[config.mk]
export PLATFORM = sky130hd
export DESIGN_NAME = wrcrf_top
export DESIGN_NICKNAME = d
export VERILOG_FILES = /design/src/wrcrf_top.v
export VERILOG_INCLUDE_DIRS = /design/src
export SDC_FILE = /design/constraint.sdc
export NUM_CORES = 1
export LEC_CHECK = 0
export BUFFER_PORTS_ARGS = -buffer_cell sky130_fd_sc_hd__buf_2
export CORE_UTILIZATION = 40
export DETAILED_ROUTE_END_ITERATION = 10
export GPL_TIMING_DRIVEN = 0
export PLACE_DENSITY = 0.73
export SYNTH_ARGS = -nofsm -noshare
export SYNTH_HDL_FRONTEND = slang
export SYNTH_SLANG_ARGS = --single-unit
[constraint.sdc]
create_clock -name clk -period 2.2 [get_ports clk]
set_input_delay 0.66 -clock clk [delete_from_list [all_inputs] [get_ports clk]]
set_output_delay 0.66 -clock clk [all_outputs]
set_load 0.1 [all_outputs]
[src/wrcrf_regs.vh]
// Register map, field layout and reset values of the wake and reset flag bank
`ifndef WRCRF_REGS_VH
`define WRCRF_REGS_VH

// ----------------------------------------------------------------------
// Register byte offsets
// ----------------------------------------------------------------------
`define WRCRF_ADDR_W 5
`define WRCRF_OFS_CLEAR 5'h00
`define WRCRF_OFS_NMI 5'h04
`define WRCRF_OFS_RSTC 5'h08
`define WRCRF_OFS_IRQST 5'h0C
`define WRCRF_OFS_IRQMSK 5'h10

// ----------------------------------------------------------------------
// Fields
// ----------------------------------------------------------------------
`define WRCRF_SEL_W 5
`define WRCRF_NSRC 11
`define WRCRF_SRC_VALID 11'h73F
`define WRCRF_NMI_WDT_BIT 0
`define WRCRF_NMI_PIN_BIT 1
`define WRCRF_RST_PON_BIT 0
`define WRCRF_RST_PIN_BIT 1
`define WRCRF_RST_WDT_BIT 2
`define WRCRF_RST_SOFT_BIT 4
`define WRCRF_RST_USED 5'h17
`define WRCRF_IRQ_W 3
`define WRCRF_IRQ_NMIPIN_BIT 0
`define WRCRF_IRQ_NMIWDT_BIT 1
`define WRCRF_IRQ_WAKE_BIT 2

// ----------------------------------------------------------------------
// Reset values and bus answers
// ----------------------------------------------------------------------
`define WRCRF_RST_PON_VAL 5'h01
`define WRCRF_RESP_OKAY 2'h0
`define WRCRF_RESP_SLVERR 2'h2

`endif

[src/wrcrf_top.v]
// Wake request clear, NMI source and reset cause flag bank on AXI4-Lite
`include "wrcrf_regs.vh"

module wrcrf_top #(
    parameter NSRC = `WRCRF_NSRC
) (
    input wire clk,
    input wire reset_n,
    input wire power_on_n,
    // AXI4-Lite slave
    input wire s_axi_awvalid,
    output wire s_axi_awready,
    input wire [`WRCRF_ADDR_W-1:0] s_axi_awaddr,
    input wire s_axi_wvalid,
    output wire s_axi_wready,
    input wire [31:0] s_axi_wdata,
    input wire [3:0] s_axi_wstrb,
    output wire s_axi_bvalid,
    input wire s_axi_bready,
    output wire [1:0] s_axi_bresp,
    input wire s_axi_arvalid,
    output wire s_axi_arready,
    input wire [`WRCRF_ADDR_W-1:0] s_axi_araddr,
    output wire s_axi_rvalid,
    input wire s_axi_rready,
    output wire [31:0] s_axi_rdata,
    output wire [1:0] s_axi_rresp,
    // Wake sources, indexed by selector code
    input wire [NSRC-1:0] wake_req_set,
    input wire [2*NSRC-1:0] wake_edge_in,
    output wire [NSRC-1:0] wake_pending,
    output wire [2*NSRC-1:0] active_edge_status,
    output wire [NSRC-1:0] wake_clear_pulse,
    // NMI sources
    input wire nmi_pin_event,
    input wire nmi_watchdog_event,
    // Reset causes, held stable by the reset controller over release
    input wire reset_cause_pin,
    input wire reset_cause_watchdog,
    input wire cpu_soft_reset_request,
    output wire irq
);

// ----------------------------------------------------------------------
// Reset synchronisers
// ----------------------------------------------------------------------
reg rst_meta_r;
reg rst_sync_r;
reg pon_meta_r;
reg pon_sync_r;

// Release of the system reset through two flops
always @(posedge clk or negedge reset_n) begin
    if (!reset_n) begin
        rst_meta_r <= 1'b0;
        rst_sync_r <= 1'b0;
    end else begin
        rst_meta_r <= 1'b1;
        rst_sync_r <= rst_meta_r;
    end
end
// Release of the power-on reset through two flops
always @(posedge clk or negedge power_on_n) begin
    if (!power_on_n) begin
        pon_meta_r <= 1'b0;
        pon_sync_r <= 1'b0;
    end else begin
        pon_meta_r <= 1'b1;
        pon_sync_r <= pon_meta_r;
    end
end

// ----------------------------------------------------------------------
// AXI4-Lite write channel
// ----------------------------------------------------------------------
reg aw_held_r;
reg w_held_r;
reg [`WRCRF_ADDR_W-1:0] awaddr_r;
reg [31:0] wdata_r;
reg [3:0] wstrb_r;
reg bvalid_r;
reg [1:0] bresp_r;
wire wr_do;
wire [31:0] wmask;
wire wr_hit_clear;
wire wr_hit_rstc;
wire wr_hit_irqst;
wire wr_hit_irqmsk;
wire wr_mapped;

assign s_axi_awready = !aw_held_r && !bvalid_r;
assign s_axi_wready = !w_held_r && !bvalid_r;
assign s_axi_bvalid = bvalid_r;
assign s_axi_bresp = bresp_r;
assign wr_do = aw_held_r && w_held_r && !bvalid_r;
assign wmask = {{8{wstrb_r[3]}}, {8{wstrb_r[2]}},
                {8{wstrb_r[1]}}, {8{wstrb_r[0]}}};
assign wr_hit_clear = wr_do && (awaddr_r == `WRCRF_OFS_CLEAR);
assign wr_hit_rstc = wr_do && (awaddr_r == `WRCRF_OFS_RSTC);
assign wr_hit_irqst = wr_do && (awaddr_r == `WRCRF_OFS_IRQST);
assign wr_hit_irqmsk = wr_do && (awaddr_r == `WRCRF_OFS_IRQMSK);
assign wr_mapped = (awaddr_r == `WRCRF_OFS_CLEAR) ||
                   (awaddr_r == `WRCRF_OFS_NMI) ||
                   (awaddr_r == `WRCRF_OFS_RSTC) ||
                   (awaddr_r == `WRCRF_OFS_IRQST) ||
                   (awaddr_r == `WRCRF_OFS_IRQMSK);

// Address and data are taken in either order, then one response
always @(posedge clk or negedge rst_sync_r) begin
    if (!rst_sync_r) begin
        aw_held_r <= 1'b0;
        w_held_r <= 1'b0;
        awaddr_r <= {`WRCRF_ADDR_W{1'b0}};
        wdata_r <= 32'h00000000;
        wstrb_r <= 4'h0;
        bvalid_r <= 1'b0;
        bresp_r <= `WRCRF_RESP_OKAY;
    end else begin
        if (s_axi_awvalid && s_axi_awready) begin
            aw_held_r <= 1'b1;
            awaddr_r <= {s_axi_awaddr[`WRCRF_ADDR_W-1:2], 2'b00};
        end
        if (s_axi_wvalid && s_axi_wready) begin
            w_held_r <= 1'b1;
            wdata_r <= s_axi_wdata;
            wstrb_r <= s_axi_wstrb;
        end
        if (wr_do) begin
            aw_held_r <= 1'b0;
            w_held_r <= 1'b0;
            bvalid_r <= 1'b1;
            bresp_r <= wr_mapped ? `WRCRF_RESP_OKAY : `WRCRF_RESP_SLVERR;
        end else if (bvalid_r && s_axi_bready) begin
            bvalid_r <= 1'b0;
        end
    end
end

// ----------------------------------------------------------------------
// Wake request clear
// ----------------------------------------------------------------------
reg [NSRC-1:0] wake_pend_r;
reg [2*NSRC-1:0] edge_stat_r;
reg [NSRC-1:0] clr_onehot;
wire [`WRCRF_SEL_W-1:0] sel_code;
integer i;
integer j;
localparam [NSRC-1:0] SRC_OK = `WRCRF_SRC_VALID;
assign sel_code = wdata_r[`WRCRF_SEL_W-1:0];

// One-hot of the written code; reserved codes select nothing
always @* begin
    clr_onehot = {NSRC{1'b0}};
    for (i = 0; i < NSRC; i = i + 1) begin
        if (wr_hit_clear && wstrb_r[0] && SRC_OK[i] &&
            (sel_code == i[`WRCRF_SEL_W-1:0])) begin
            clr_onehot[i] = 1'b1;
        end
    end
end
// Pending requests and edge status; a new request wins over a clear
always @(posedge clk or negedge rst_sync_r) begin
    if (!rst_sync_r) begin
        wake_pend_r <= {NSRC{1'b0}};
        edge_stat_r <= {2*NSRC{1'b0}};
    end else begin
        for (j = 0; j < NSRC; j = j + 1) begin
            if (wake_req_set[j] && SRC_OK[j]) begin
                wake_pend_r[j] <= 1'b1;
                edge_stat_r[2*j +: 2] <= wake_edge_in[2*j +: 2];
            end else if (clr_onehot[j]) begin
                wake_pend_r[j] <= 1'b0;
                edge_stat_r[2*j +: 2] <= 2'b00;
            end
        end
    end
end
assign wake_pending = wake_pend_r;
assign active_edge_status = edge_stat_r;
assign wake_clear_pulse = clr_onehot;

// ----------------------------------------------------------------------
// AXI4-Lite read channel
// ----------------------------------------------------------------------
reg rvalid_r;
reg [31:0] rdata_r;
reg [1:0] rresp_r;
reg [31:0] rd_val;
reg rd_ok;
wire rd_take;
wire rd_nmi;
wire [`WRCRF_ADDR_W-1:0] rd_addr;
reg [1:0] nmi_flag_r;
reg [4:0] rst_flag_r;
reg [`WRCRF_IRQ_W-1:0] irq_st_r;
reg [`WRCRF_IRQ_W-1:0] irq_msk_r;

assign s_axi_arready = !rvalid_r;
assign s_axi_rvalid = rvalid_r;
assign s_axi_rdata = rdata_r;
assign s_axi_rresp = rresp_r;
assign rd_take = s_axi_arvalid && !rvalid_r;
assign rd_addr = {s_axi_araddr[`WRCRF_ADDR_W-1:2], 2'b00};
assign rd_nmi = rd_take && (rd_addr == `WRCRF_OFS_NMI);

// Read mux; unused and reserved bits read zero
always @* begin
    rd_val = 32'h00000000;
    rd_ok = 1'b1;
    if (rd_addr == `WRCRF_OFS_CLEAR) begin
        rd_val = 32'h00000000;
    end else if (rd_addr == `WRCRF_OFS_NMI) begin
        rd_val = {30'h00000000, nmi_flag_r};
    end else if (rd_addr == `WRCRF_OFS_RSTC) begin
        rd_val = {27'h0000000, rst_flag_r & `WRCRF_RST_USED};
    end else if (rd_addr == `WRCRF_OFS_IRQST) begin
        rd_val = {29'h00000000, irq_st_r};
    end else if (rd_addr == `WRCRF_OFS_IRQMSK) begin
        rd_val = {29'h00000000, irq_msk_r};
    end else begin
        rd_ok = 1'b0;
    end
end
// Read data is registered one cycle after the address is taken
always @(posedge clk or negedge rst_sync_r) begin
    if (!rst_sync_r) begin
        rvalid_r <= 1'b0;
        rdata_r <= 32'h00000000;
        rresp_r <= `WRCRF_RESP_OKAY;
    end else if (rd_take) begin
        rvalid_r <= 1'b1;
        rdata_r <= rd_val;
        rresp_r <= rd_ok ? `WRCRF_RESP_OKAY : `WRCRF_RESP_SLVERR;
    end else if (rvalid_r && s_axi_rready) begin
        rvalid_r <= 1'b0;
    end
end

// ----------------------------------------------------------------------
// NMI source flags
// ----------------------------------------------------------------------
// Cleared by the read that returns them; a new event wins
always @(posedge clk or negedge rst_sync_r) begin
    if (!rst_sync_r) begin
        nmi_flag_r <= 2'b00;
    end else begin
        if (nmi_pin_event) begin
            nmi_flag_r[`WRCRF_NMI_PIN_BIT] <= 1'b1;
        end else if (rd_nmi) begin
            nmi_flag_r[`WRCRF_NMI_PIN_BIT] <= 1'b0;
        end
        if (nmi_watchdog_event) begin
            nmi_flag_r[`WRCRF_NMI_WDT_BIT] <= 1'b1;
        end else if (rd_nmi) begin
            nmi_flag_r[`WRCRF_NMI_WDT_BIT] <= 1'b0;
        end
    end
end

// ----------------------------------------------------------------------
// Reset cause flags
// ----------------------------------------------------------------------
reg cause_taken_r;
reg cause_now_r;
wire [4:0] cause_set;
wire [4:0] rst_keep;

// Causes are caught once, in the second cycle after system reset release
always @(posedge clk or negedge rst_sync_r) begin
    if (!rst_sync_r) begin
        cause_taken_r <= 1'b0;
        cause_now_r <= 1'b0;
    end else begin
        cause_taken_r <= 1'b1;
        cause_now_r <= !cause_taken_r;
    end
end
assign cause_set = {cause_now_r && cpu_soft_reset_request, 1'b0,
                    cause_now_r && reset_cause_watchdog,
                    cause_now_r && reset_cause_pin, 1'b0};
// Written zeros clear, written ones keep the old value
assign rst_keep = wr_hit_rstc ? (wdata_r[4:0] | ~wmask[4:0])
                              : 5'h1F;

// Power-on clears all but the power-up flag; system reset leaves them
always @(posedge clk or negedge pon_sync_r) begin
    if (!pon_sync_r) begin
        rst_flag_r <= `WRCRF_RST_PON_VAL;
    end else begin
        rst_flag_r <= ((rst_flag_r & rst_keep) | cause_set) &
                      `WRCRF_RST_USED;
    end
end

// ----------------------------------------------------------------------
// Interrupt status and mask
// ----------------------------------------------------------------------
wire [`WRCRF_IRQ_W-1:0] irq_evt;
wire [`WRCRF_IRQ_W-1:0] irq_w1c;

assign irq_evt = {|(wake_req_set & `WRCRF_SRC_VALID),
                  nmi_watchdog_event, nmi_pin_event};
assign irq_w1c = wr_hit_irqst ? (wdata_r[`WRCRF_IRQ_W-1:0] &
                                 wmask[`WRCRF_IRQ_W-1:0])
                              : {`WRCRF_IRQ_W{1'b0}};

// Sticky status, write one to clear, events win over clears
always @(posedge clk or negedge rst_sync_r) begin
    if (!rst_sync_r) begin
        irq_st_r <= {`WRCRF_IRQ_W{1'b0}};
        irq_msk_r <= {`WRCRF_IRQ_W{1'b0}};
    end else begin
        irq_st_r <= (irq_st_r & ~irq_w1c) | irq_evt;
        if (wr_hit_irqmsk && wstrb_r[0]) begin
            irq_msk_r <= wdata_r[`WRCRF_IRQ_W-1:0];
        end
    end
end

assign irq = |(irq_st_r & irq_msk_r);

endmodule // wrcrf_top

Word level (Yosys, flattened, before mapping) --
Index checks and enable logic that the tools add are counted.
Storage, ports and cells: register bits after elaboration 94, latch bits 0, bits in writable memories 0, bits in read-only memories 0, input port bits 92, memories kept 0
Operators by class: add/sub/neg operators 0, multiply operators 0, div/mod/pow operators 0, magnitude comparators 0, equal/unequal tests 16, shift operators 0, muxes and demuxes 70, bitwise logic cells 9, reductions and logical operators 57
Operators with widths (count):
- 2-to-1 mux 1 bit | 43
- 2-to-1 mux 2 bit | 20
- nonzero test 2 bit | 15
- logical AND 1 bit | 28
- 2-to-1 mux 5 bit | 4
- == test 5 x 4 -> 1 bit, second input constant | 3
- logical NOT 5 bit | 3
- == test 3 x 2 -> 1 bit, second input constant | 4
- == test 5 x 2 -> 1 bit, second input constant | 2
- == test 5 x 3 -> 1 bit, second input constant | 2
- bitwise OR 5 bit | 2
- AND 3 bit | 3
- 2-to-1 mux 3 bit | 3
- OR reduction 9 bit | 1
- == test 3 x 1 -> 1 bit, second input constant | 2
- == test 3 bit, second input constant | 2
- AND 5 bit | 1
- == test 5 x 1 -> 1 bit, second input constant | 1
- logical NOT 1 bit | 5
- inverter 5 bit | 1
- logical OR 1 bit | 4
- inverter 3 bit | 1
- bitwise OR 3 bit | 1
- OR reduction 3 bit | 1

Logic depth before layout (Yosys ltp) --
Gate-level depths: netlist of run 1.
word-level depth 8, depth in mapped cells 4, gate-level depth less buffers 3

Worst setup path before layout of run 1 --
OpenSTA, ideal clock, no wires.
kind register -> output, start register bvalid_r (netlist: s_axi_bvalid), end output wake_clear_pulse[3], data arrival time 4267 ps, required time 1540 ps, path slack -2727 ps, cell stages (with the launch flop) 4, cells stage by stage dfrtp_1 and4bb_2 nand2_1 nor4_1
Between the ends: longest elaborated chain between the ends 6
Ends and longest elaborated chain:
- from (decl) | RTL line wrcrf_top.v:81 | reg bvalid_r;
- from (signal assigned) | RTL line wrcrf_top.v:116 | bvalid_r <= 1'b0;
- from (signal assigned) | RTL line wrcrf_top.v:131 | bvalid_r <= 1'b1;
- from (signal assigned) | RTL line wrcrf_top.v:134 | bvalid_r <= 1'b0;
- logical NOT 1 bit | RTL line wrcrf_top.v:95 | assign wr_do = aw_held_r && w_held_r && !bvalid_r;
- logical AND 1 bit | RTL line wrcrf_top.v:95
- logical AND 1 bit | RTL line wrcrf_top.v:98 | assign wr_hit_clear = wr_do && (awaddr_r == `WRCRF_OFS_CLEAR);
- logical AND 1 bit (2 in series) | RTL line wrcrf_top.v:155 | if (wr_hit_clear && wstrb_r[0] && SRC_OK[i] &&
- 2-to-1 mux 1 bit | RTL line wrcrf_top.v:155
- to (decl) | RTL line wrcrf_top.v:33 | output wire [NSRC-1:0] wake_clear_pulse,
No other way between the ends.

Worst setup path after layout of run 1 --
start register wdata_r[1], end output wake_clear_pulse[4]
Between the ends: longest elaborated chain between the ends 3
Ends and longest elaborated chain:
- from (decl) | RTL line wrcrf_top.v:79 | reg [31:0] wdata_r;
- from (signal assigned) | RTL line wrcrf_top.v:125 | wdata_r <= s_axi_wdata;
- == test 5 x 3 -> 1 bit | RTL line wrcrf_top.v:156 | (sel_code == i[`WRCRF_SEL_W-1:0])) begin
- logical AND 1 bit | RTL line wrcrf_top.v:155
- 2-to-1 mux 1 bit | RTL line wrcrf_top.v:155
No other way between the ends.

==> reports/summary.md, run 1 <==
Placed design
- **number of placed instances with taps included** 528
- **pre-CTS worst setup slack** -406 ps
- **Port Buffers** 99
- **cell area reported after detailed placement** 4020 um^2
- **estimated wirelength of the detail-placed design** 5420 um
- **GPL Wtd Cong** 0.732

Routing
- **Routed WL** 7490 um
- **routed vias** 2,589
- **starting DRC count in detailed routing** 94
- **detailed-route DRC error count** 0
- **per-cell via count in the routed design** 4.62
- **DRT antenna net count** 0
- **count of TritonRoute iterations in the first routing pass** 6
- **routed wire length per instance** 13.4 um

CTS
- **number of clock buffers inserted by TritonCTS** 9
- **later-pin clock latency in the skew report** 350 ps
- **number of levels in the clock H-tree** 3
- **number of buffers on the longest clock path** 2
- **Root Buffer Master** sky130_fd_sc_hd__clkbuf_8
- **clock-pin slew on the worst setup and hold paths** 70 ps
- **number of clock sinks** 64
- **clock tree from TritonCTS** done

Timing
- **endpoints failing setup** 9
- **worst-case clock skew** 16.6 ps
- **Final WS setup** -236 ps
- **final hold violation count** 0
- **pins over their slew limit** 0
- **RSZ-0062 raised after global routing** yes
- **Fmax** 411 MHz
- **fin crit period** 2440 ps
- **fraction of the cycle the final worst path needs** 111%

Worst setup path
- **worst-case reg-to-reg path depth** 5
- **worst endpoint required time** 1540 ps
- **launching element type of the critical path** flip-flop
- **Crit-path slowest cell** sky130_fd_sc_hd__or4b_4
- **capture point of the worst reg-to-reg path** active_edge_status[5]
- **critical path, cell by cell** buf_4, or4b_4, nor2_4, buf_12
- **largest driver fanout on the critical path** 4
- **reg-to-reg critical path startpoint** wdata_r[0]
- **register-to-register path setup slack** 280 ps
- **crit-path max cell delay** 530 ps
- **crit path DAT** 1780 ps
- **worst setup path category** reg -> out
- **Crit. End Element** primary output

Global route
- **number of antenna violations at the first check in global routing** 0
- **wire length of the first global-routing pass** 12,500 um
- **vias in the first global route** 2,591
- **pin count of the biggest net entering global routing** 37
- **GR Overflow Total** 0
- **All-Layer GR Usage** 19.6%

Power
- **total power divided by cell area** 1120 nW/um^2
- **static leakage power** 2.18 nW
- **worst vdd rail ir drop** 0.931 mV

Logic synthesis
- **sequential area share after synthesis** 50.4%
- **per-instance average area after synthesis** 11.1 um^2
- **Netlist cell types** 43
- **number of flops mapped to enable cells by yosys** 0
- **area share of and/or/nand/nor cells after synthesis** 19.8%
- **count of yosys warnings during synthesis** 0
- **largest family of logic cells by synthesized area** simple AND/OR/NAND/NOR gates
- **post-synthesis cell count** 287
- **fraction of registers with async set/reset** 100%
- **number of synthesized register bits** 64
- **Compound-Gate Fraction of Synth Area** 7.13%
- **main area contributors after synthesis** sky130_fd_sc_hd__dfrtp_1 50%, sky130_fd_sc_hd__buf_4 9.0%, sky130_fd_sc_hd__mux2i_1 6.3%, sky130_fd_sc_hd__nor2_1 6.0%, sky130_fd_sc_hd__mux2_2 3.5%
- **xor/xnor share of the synthesized area** 0%
- **Mapped Area** 3180 um^2
- **area share of the largest cell type after synthesis** 49.6%
- **share of synthesized cell area in full adder, half adder and majority cells** 0%
- **top flip-flop cell by instance count after synthesis** sky130_fd_sc_hd__dfrtp_1
- **post-synth top area cell** sky130_fd_sc_hd__dfrtp_1
- **fraction of synthesized area in multiplexers** 11.3%

Final layout
- **Final Util** 59.3%
- **fraction of layout instances using a drive strength above 1** 49.3%
- **Layout Area Growth over Synthesis** 43.3%
- **number of standard cells in the final layout excluding fillers** 560
- **count of inserted antenna diode cells** 0
- **number of nets in the finished design** 545
- **final design instance area without fill** 4560 um^2
- **most frequent cells in the layout** 91 x sky130_fd_sc_hd__buf_2, 56 x sky130_fd_sc_hd__dfrtp_1, 53 x sky130_fd_sc_hd__buf_4
- **commonest non-fill, non-tap cell in the layout** sky130_fd_sc_hd__buf_2
- **fillers** 643

Floorplanning
- **Core ar.** 7690 um^2
- **number of standard-cell rows in the floorplan** 32
- **die area** 8310 um^2
- **IO Count** 178
- **starting density of the core** 41.3%
- **Die Ht** 91.1 um
- **horizontal die dimension** 91.1 um

Outcome
- **status** finished with violations
- **violated checks** negative setup slack

Min path
- **path category of the worst min-delay check** reg -> async

Job
- **maxcap violations** 0

-- worst max path at each step --
stage	startpoint	endpoint	slack, ps	cells after the start
global route	wdata_r[0]	wake_clear_pulse[0]	-290	4
finish	wdata_r[1]	wake_clear_pulse[4]	-240	4
detailed placement	awaddr_r[2]	wake_clear_pulse[3]	-410	4
CTS	wdata_r[2]	wake_clear_pulse[0]	-240	4
floorplan	s_axi_bvalid	wake_clear_pulse[3]	-620	3
global placement	awaddr_r[2]	wake_clear_pulse[3]	-410	4
-- synth_stat cells, types with 4 or more instances --
| library cell | count |
|---|---|
| sky130_fd_sc_hd__buf_4 | 38 |
| sky130_fd_sc_hd__nand4bb_1 | 4 |
| sky130_fd_sc_hd__nor4_2 | 6 |
| sky130_fd_sc_hd__nor2_1 | 51 |
| sky130_fd_sc_hd__nand2_1 | 8 |
| sky130_fd_sc_hd__a21oi_1 | 8 |
| sky130_fd_sc_hd__mux2_2 | 10 |
| sky130_fd_sc_hd__buf_2 | 6 |
| sky130_fd_sc_hd__a21o_1 | 6 |
| sky130_fd_sc_hd__or4b_1 | 5 |
| sky130_fd_sc_hd__dfrtp_1 | 63 |
| sky130_fd_sc_hd__mux2i_1 | 20 |
| sky130_fd_sc_hd__o21ai_0 | 7 |
| sky130_fd_sc_hd__inv_1 | 7 |
| sky130_fd_sc_hd__nand2b_1 | 4 |
-- repair_timing --
item                                    in CTS  in global routing
buffers inserted                            12                  3
hold endpoints to repair                     0                  0
endpoints found under the setup margin       9                 10
hold buffers                                 0                  0
cloned                                       1                  0
pin swaps                                   11                  8
resized for setup                           56                  7
-- cells by family after synthesis --
group           count (synthesis)
buf+inv                        54
simple gates                  100
compound gates                 34
flops                          64
other cells                     2
mux                            33
-- sequential cells by signal, summed over array words and instances (netlist names) --
register / flops
rst_sync_r: 1
s_axi_rvalid: 1
w_held_r: 1
irq_msk_r: 3
wake_pending: 9
wstrb_r: 1
cause_now_r: 1
pon_sync_r: 1
s_axi_bresp: 1
active_edge_status: 18
s_axi_rresp: 1
s_axi_bvalid: 1
pon_meta_r: 1
rst_flag_r: 4
s_axi_rdata: 4
wdata_r: 5
aw_held_r: 1
awaddr_r: 3
irq_st_r: 3
cause_taken_r: 1
rst_meta_r: 1
nmi_flag_r: 2
-- metrics by stage --
step / hold WS [ps] / setup TNS [ps] / power, mW
2_1_floorplan: 39.5 / -8040 / 3.41
4_1_cts: 63.4 / -1770 / 5.03
5_1_grt: 59.3 / -2240 / 5.34
6_report: 63.0 / -1630 / 5.10
3_5_place_dp: 62.3 / -3140 / 3.79
3_3_place_gp: 54.4 / -12400 / 3.74
-- layer usage --
layer / vias to the layer above / global-route usage, % / wire length [um]
li1: 1262 / - / -
met3: 15 / 5.28 / 562
met5: - / 0 / 0
met1: 1198 / 23.5 / 3150
met2: 114 / 32.0 / 3600
met4: 0 / 10.3 / 166
-- power by group --
group / switching [mW] / internal (mW)
sequential: 0.247 / 1.39
combinational: 1.71 / 0.773
clock: 0.451 / 0.519
total: 2.41 / 2.69
-- cell type report --
cell class / instances / area [um^2] / share of cell area, %
Sequential cell: 64 / 1610 / 35.4
Multi-Input combinational cell: 209 / 1490 / 32.6
Timing Repair Buffer: 115 / 764 / 16.8
Buffer: 47 / 348 / 7.64
Clock buffer: 10 / 128 / 2.80
Tap cell: 102 / 128 / 2.80
Clock inverter: 6 / 61.3 / 1.35
Inverter: 7 / 30.0 / 0.659
-- worst max-delay path: cells and delay by family, from the launching register on --
| kind | cells | cell delay [ps] |
|---|---|---|
| AND/OR/NAND/NOR | 2 | 660 |
| flip-flops | 1 | 420 |
| buffers and inverters | 2 | 340 |
No activity file was read; power rests on OpenSTA's default activity.
==> run 2: changes to the inputs <==
--- a/config.mk
+++ b/config.mk
@@ -7,10 +7,10 @@
 export NUM_CORES = 1
 export LEC_CHECK = 0
 export BUFFER_PORTS_ARGS = -buffer_cell sky130_fd_sc_hd__buf_2
-export CORE_UTILIZATION = 40
+export CORE_UTILIZATION = 44
 export DETAILED_ROUTE_END_ITERATION = 10
 export GPL_TIMING_DRIVEN = 0
-export PLACE_DENSITY = 0.73
+export PLACE_DENSITY = 0.8
 export SYNTH_ARGS = -nofsm -noshare
 export SYNTH_HDL_FRONTEND = slang
 export SYNTH_SLANG_ARGS = --single-unit
==> reports/summary.md, run 2 (synthesized netlist as in run 1, its figures left out) <==
Outcome
- **status** finished with violations
- **violated checks** negative setup slack

Routing
- **detailed-route DRC error count** 0, unchanged
- **starting DRC count in detailed routing** 136, +45%
- **Routed WL** 7860 um, +5.0%
- **routed wire length per instance** 14.1 um, +5.2%
- **per-cell via count in the routed design** 4.84, +4.7%
- **count of TritonRoute iterations in the first routing pass** 4, -2
- **routed vias** 2,705, +4.5%
- **DRT antenna net count** 0, unchanged

Floorplanning
- **horizontal die dimension** 87.0 um, -4.6%
- **die area** 7570 um^2, -8.9%
- **Core ar.** 6870 um^2, -11%
- **starting density of the core** 46.3%, +4.9 points
- **IO Count** 178, unchanged
- **number of standard-cell rows in the floorplan** 30, -6.3%
- **Die Ht** 87.0 um, -4.6%

Timing
- **Worst Tran Pin Value** 628 ps
- **final hold violation count** 0, unchanged
- **Fmax** 413 MHz, +0.58%
- **worst-case clock skew** 5.01 ps, -11.6 ps
- **setup tns final** -1670 ps, -43.7 ps
- **pins over their slew limit** 0, unchanged
- **fin crit period** 2420 ps, -14.0 ps
- **Final WS setup** -222 ps, +14.0 ps
- **RSZ-0062 raised after global routing** yes
- **tightest slew margin relative to the limit** 58.1%
- **Hold Slack** 60.2 ps, -2.77 ps
- **endpoints failing setup** 9, unchanged
- **fraction of the cycle the final worst path needs** 110%, -0.64 points

Power
- **total power divided by cell area** 1160 nW/um^2, +3.7%
- **worst vdd rail ir drop** 1.15 mV, +24%
- **static leakage power** 2.22 nW, +1.7%

Final layout
- **commonest non-fill, non-tap cell in the layout** sky130_fd_sc_hd__buf_2
- **flip-flop count of the largest register, all copies and words added** 18, unchanged
- **Layout Area Growth over Synthesis** 45.9%
- **count of inserted antenna diode cells** 0, unchanged
- **fraction of layout instances using a drive strength above 1** 50.1%, +0.76 points
- **number of nets in the finished design** 550, +0.92%
- **Final Util** 67.5%, +8.3 points
- **most frequent cells in the layout** 93 x sky130_fd_sc_hd__buf_2, 56 x sky130_fd_sc_hd__dfrtp_1, 54 x sky130_fd_sc_hd__buf_4

Worst setup path
- **Crit. End Element** primary output
- **crit path DAT** 1760 ps, -20 ps
- **crit-path max cell delay** 540 ps, about the same
- **critical path, cell by cell** buf_6, or4b_4, nor2_4, buf_12
- **reg-to-reg critical path startpoint** awaddr_r[2]
- **Crit-path slowest cell** sky130_fd_sc_hd__or4b_4
- **worst setup path category** reg -> out
- **register-to-register path setup slack** 320 ps, +40 ps
- **largest driver fanout on the critical path** 5, +1
- **capture point of the worst reg-to-reg path** active_edge_status[11]
- **launching element type of the critical path** flip-flop
- **worst endpoint required time** 1540 ps, about the same
- **worst-case reg-to-reg path depth** 5, unchanged

Global route
- **vias in the first global route** 2,612, +0.81%
- **pin count of the biggest net entering global routing** 31, -16%
- **wire length of the first global-routing pass** 12,400 um, -0.61%
- **GR Overflow Total** 0, unchanged
- **number of antenna violations at the first check in global routing** 0, unchanged
- **All-Layer GR Usage** 22.0%, +2.4 points

CTS
- **later-pin clock latency in the skew report** 330 ps, -20 ps
- **clock-pin slew on the worst setup and hold paths** 70 ps, about the same
- **number of clock buffers inserted by TritonCTS** 9, unchanged
- **number of levels in the clock H-tree** 3, unchanged
- **Root Buffer Master** sky130_fd_sc_hd__clkbuf_8
- **number of clock sinks** 64, unchanged
- **number of buffers on the longest clock path** 2, unchanged
- **clock tree from TritonCTS** done

Min path
- **path category of the worst min-delay check** reg -> async

Placed design
- **estimated wirelength of the detail-placed design** 5440 um, +0.34%
- **pre-CTS worst setup slack** -426 ps, -20.2 ps
- **GPL Wtd Cong** 0.817, +12%
- **Port Buffers** 99, unchanged

Job
- **maxcap violations** 0, unchanged

-- run 2: timing repair --
| action | 4_1_cts | 5_1_grt |
|---|---|---|
| cloned | 1 | 1 |
| resized for setup | 57 | 7 |
| endpoints found under the setup margin | 9 | 9 |
| pin swaps | 9 | 7 |
| hold endpoints to repair | 0 | 0 |
| hold buffers | 0 | 0 |
| buffers inserted | 15 | 4 |
-- run 2: cell type report --
| class | count | area, um^2 |
|---|---|---|
| Fill cell | 557 | 2230 |
| Timing Repair Buffer | 120 | 801 |
| Sequential cell | 64 | 1610 |
| Clock buffer | 10 | 138 |
| Tap cell | 96 | 120 |
| Clock inverter | 6 | 92.6 |
| Buffer | 47 | 352 |
| Multi-Input combinational cell | 209 | 1490 |
| Inverter | 7 | 30.0 |
-- run 2: critical path: cells and delay by family, from the launching register on --
family,cells,cell delay [ps]
buffers and inverters,2,330
DFF,1,420
and+or+nand+nor,2,680
-- run 2: metrics by stage --
step	area, um^2	std cells	power, mW
global placement	3990	521	3.74
detailed placement	4010	522	3.79
floorplan	3380	326	3.41
CTS	4580	554	5.27
finish	4640	559	5.38
global route	4640	559	5.63
-- run 2: report_power, final --
part           internal (mW)  switching (mW)
registers               1.39           0.236
logic                  0.824            1.78
clock network          0.673           0.473
-- run 2: layer usage --
layer	global-route usage [%]	routed length (um)	vias to the layer above
met5	0	0	-
met4	12.7	239	0
met3	5.50	564	22
met2	36.5	3800	131
met1	25.8	3260	1280
li1	-	-	1272
-- run 2: worst max path at each step --
stage,startpoint,endpoint,slack [ps],depth (start not counted)
2_1_floorplan,s_axi_bvalid,wake_clear_pulse[3],-620,3
3_3_place_gp,awaddr_r[2],wake_clear_pulse[3],-410,4
3_5_place_dp,awaddr_r[2],wake_clear_pulse[3],-430,4
4_1_cts,wdata_r[2],wake_clear_pulse[8],-230,4
5_1_grt,wdata_r[4],wake_clear_pulse[3],-280,5
6_report,wdata_r[3],wake_clear_pulse[1],-220,4
==> run 3: changes to the inputs <==
==> constraint.sdc (replaced) <==
create_clock -name clk -period 2.69 [get_ports clk]
set_input_delay 0.807 -clock clk [delete_from_list [all_inputs] [get_ports clk]]
set_output_delay 0.807 -clock clk [all_outputs]
set_load 0.1 [all_outputs]
==> reports/summary.md, run 3 (synthesized netlist as in run 1, its figures left out) <==
Timing
- **RSZ-0062 raised after global routing** yes
- **final hold violation count** 0, unchanged
- **setup tns final** 0 ps, +1670 ps
- **pins over their slew limit** 0, unchanged
- **worst-case clock skew** 11.9 ps, +6.88 ps
- **fraction of the cycle the final worst path needs** 97.8%
- **Fmax** 380 MHz
- **tightest slew margin relative to the limit** 64.7%, +6.6 points
- **Final WS setup** 60.4 ps, +282 ps
- **endpoints failing setup** 0, -9
- **fin crit period** 2630 ps
- **Hold Slack** 67.8 ps, +7.60 ps
- **Worst Tran Pin Value** 530 ps, -98.9 ps

Floorplanning
- **horizontal die dimension** 87.0 um, unchanged
- **starting density of the core** 46.3%, unchanged
- **die area** 7570 um^2, unchanged
- **IO Count** 178, unchanged
- **Core ar.** 6870 um^2, unchanged
- **number of standard-cell rows in the floorplan** 30, unchanged
- **Die Ht** 87.0 um, unchanged

Placed design
- **Port Buffers** 99, unchanged
- **number of placed instances with taps included** 522, unchanged
- **cell area reported after detailed placement** 4010 um^2, -0.19%
- **pre-CTS worst setup slack** -67.3 ps, +359 ps
- **GPL Wtd Cong** 0.799, -2.2%
- **estimated wirelength of the detail-placed design** 5410 um, -0.48%

Global route
- **vias in the first global route** 2,360, -9.6%
- **number of antenna violations at the first check in global routing** 0, unchanged
- **pin count of the biggest net entering global routing** 35, +13%
- **GR Overflow Total** 0, unchanged
- **All-Layer GR Usage** 19.9%, -2.0 points
- **wire length of the first global-routing pass** 11,300 um, -8.9%

CTS
- **Root Buffer Master** sky130_fd_sc_hd__clkbuf_8
- **number of clock sinks** 64, unchanged
- **number of buffers on the longest clock path** 2, unchanged
- **clock tree from TritonCTS** done
- **number of levels in the clock H-tree** 3, unchanged
- **number of clock buffers inserted by TritonCTS** 9, unchanged
- **clock-pin slew on the worst setup and hold paths** 80 ps, about the same
- **later-pin clock latency in the skew report** 340 ps, about the same

Routing
- **routed vias** 2,501, -7.5%
- **count of TritonRoute iterations in the first routing pass** 4, unchanged
- **starting DRC count in detailed routing** 84, -38%
- **top layer reached by signal wires** met4
- **Routed WL** 7170 um, -8.8%
- **DRT antenna net count** 0, unchanged
- **routed wire length per instance** 13.2 um, -5.9%
- **total met2 wirelength after detailed routing** 3420 um, -9.9%
- **detailed route wirelength on metal3** 501 um, -11%
- **detailed-route DRC error count** 0, unchanged
- **per-cell via count in the routed design** 4.61, -4.6%
- **routed metal-1 wire length** 3180 um, -2.5%

Final layout
- **number of nets in the finished design** 533, -3.1%
- **final design instance area without fill** 4350 um^2, -6.2%
- **flip-flop count of the largest register, all copies and words added** 18, unchanged
- **fraction of layout instances using a drive strength above 1** 46.4%, -3.7 points
- **most frequent cells in the layout** 93 x sky130_fd_sc_hd__buf_2, 61 x sky130_fd_sc_hd__dfrtp_1, 44 x sky130_fd_sc_hd__buf_4
- **Layout Area Growth over Synthesis** 36.9%
- **commonest non-fill, non-tap cell in the layout** sky130_fd_sc_hd__buf_2
- **number of standard cells in the final layout excluding fillers** 542, -3.0%
- **fillers** 574, +3.1%
- **count of inserted antenna diode cells** 0, unchanged
- **Final Util** 63.3%, -4.2 points

Worst setup path
- **worst endpoint required time** 1880 ps, +340 ps
- **crit path DAT** 1820 ps, +60 ps
- **worst setup path category** reg -> out
- **capture point of the worst reg-to-reg path** wake_pending[8]
- **Crit. End Element** primary output
- **largest driver fanout on the critical path** 10, +5
- **CP startpoint** wdata_r[2]
- **launching element type of the critical path** flip-flop
- **CP Capture Point** wake_clear_pulse[8]
- **register-to-register path setup slack** 950 ps, +630 ps
- **reg-to-reg critical path startpoint** wdata_r[2]
- **worst-case reg-to-reg path depth** 4, -1

Power
- **total power divided by cell area** 914 nW/um^2, -21%
- **static leakage power** 2.11 nW, -4.6%
- **worst vdd rail ir drop** 0.746 mV, -35%
- **Tot Pwr** 3.97 mW, -26%

Outcome
- **status** completed

Min path
- **path category of the worst min-delay check** reg -> async

Job
- **maxcap violations** 0, unchanged

-- run 3: worst max-delay path, cell delays in order (launching register included) --
cell	delay, ps
sky130_fd_sc_hd__dfrtp_1	430
sky130_fd_sc_hd__buf_4	200
sky130_fd_sc_hd__or4b_4	520
sky130_fd_sc_hd__nor2_2	150
sky130_fd_sc_hd__buf_12	190
-- run 3: timing repair --
item,4_1_cts,5_1_grt
hold buffers,0,0
pin swaps,0,3
resized for setup,22,13
buffers inserted,0,3
gates cloned,0,1
setup endpoints to repair,9,9
-- run 3: cell type report --
class                   instances  area (um^2)  area share (%)
flip-flops and latches         64         1610            36.9
multi-input cells             209         1450            33.3
repair buffers                103          626            14.4
plain buffers                  47          334            7.68
clock buffers                  10          128            2.93
well taps                      96          120            2.76
clock inverters                 6         61.3            1.41
inverters                       7         26.3           0.604
-- run 3: power breakdown --
part / switching [mW] / leakage, nW / internal, mW
Combinational: 1.34 / 1.31 / 0.495
Clock: 0.382 / 0.0960 / 0.425
Sequential: 0.199 / 0.706 / 1.13
Total: 1.92 / 2.11 / 2.05
-- run 3: worst min path at each step --
stage	start	end	slack [ps]	cells past startpoint
floorplan	pon_sync_r	rst_flag_r[1]	40	0
global placement	pon_sync_r	rst_flag_r[4]	50	0
detailed placement	pon_sync_r	rst_flag_r[1]	70	0
CTS	pon_sync_r	rst_flag_r[1]	80	0
global route	pon_sync_r	rst_flag_r[1]	80	0
finish	pon_sync_r	rst_flag_r[1]	70	0
-- run 3: routing by layer --
layer  track usage, %  up-vias
met2             33.4       99
li1                 -     1233
met5                0        -
met4             6.36        0
met1             25.0     1162
met3             5.40        7
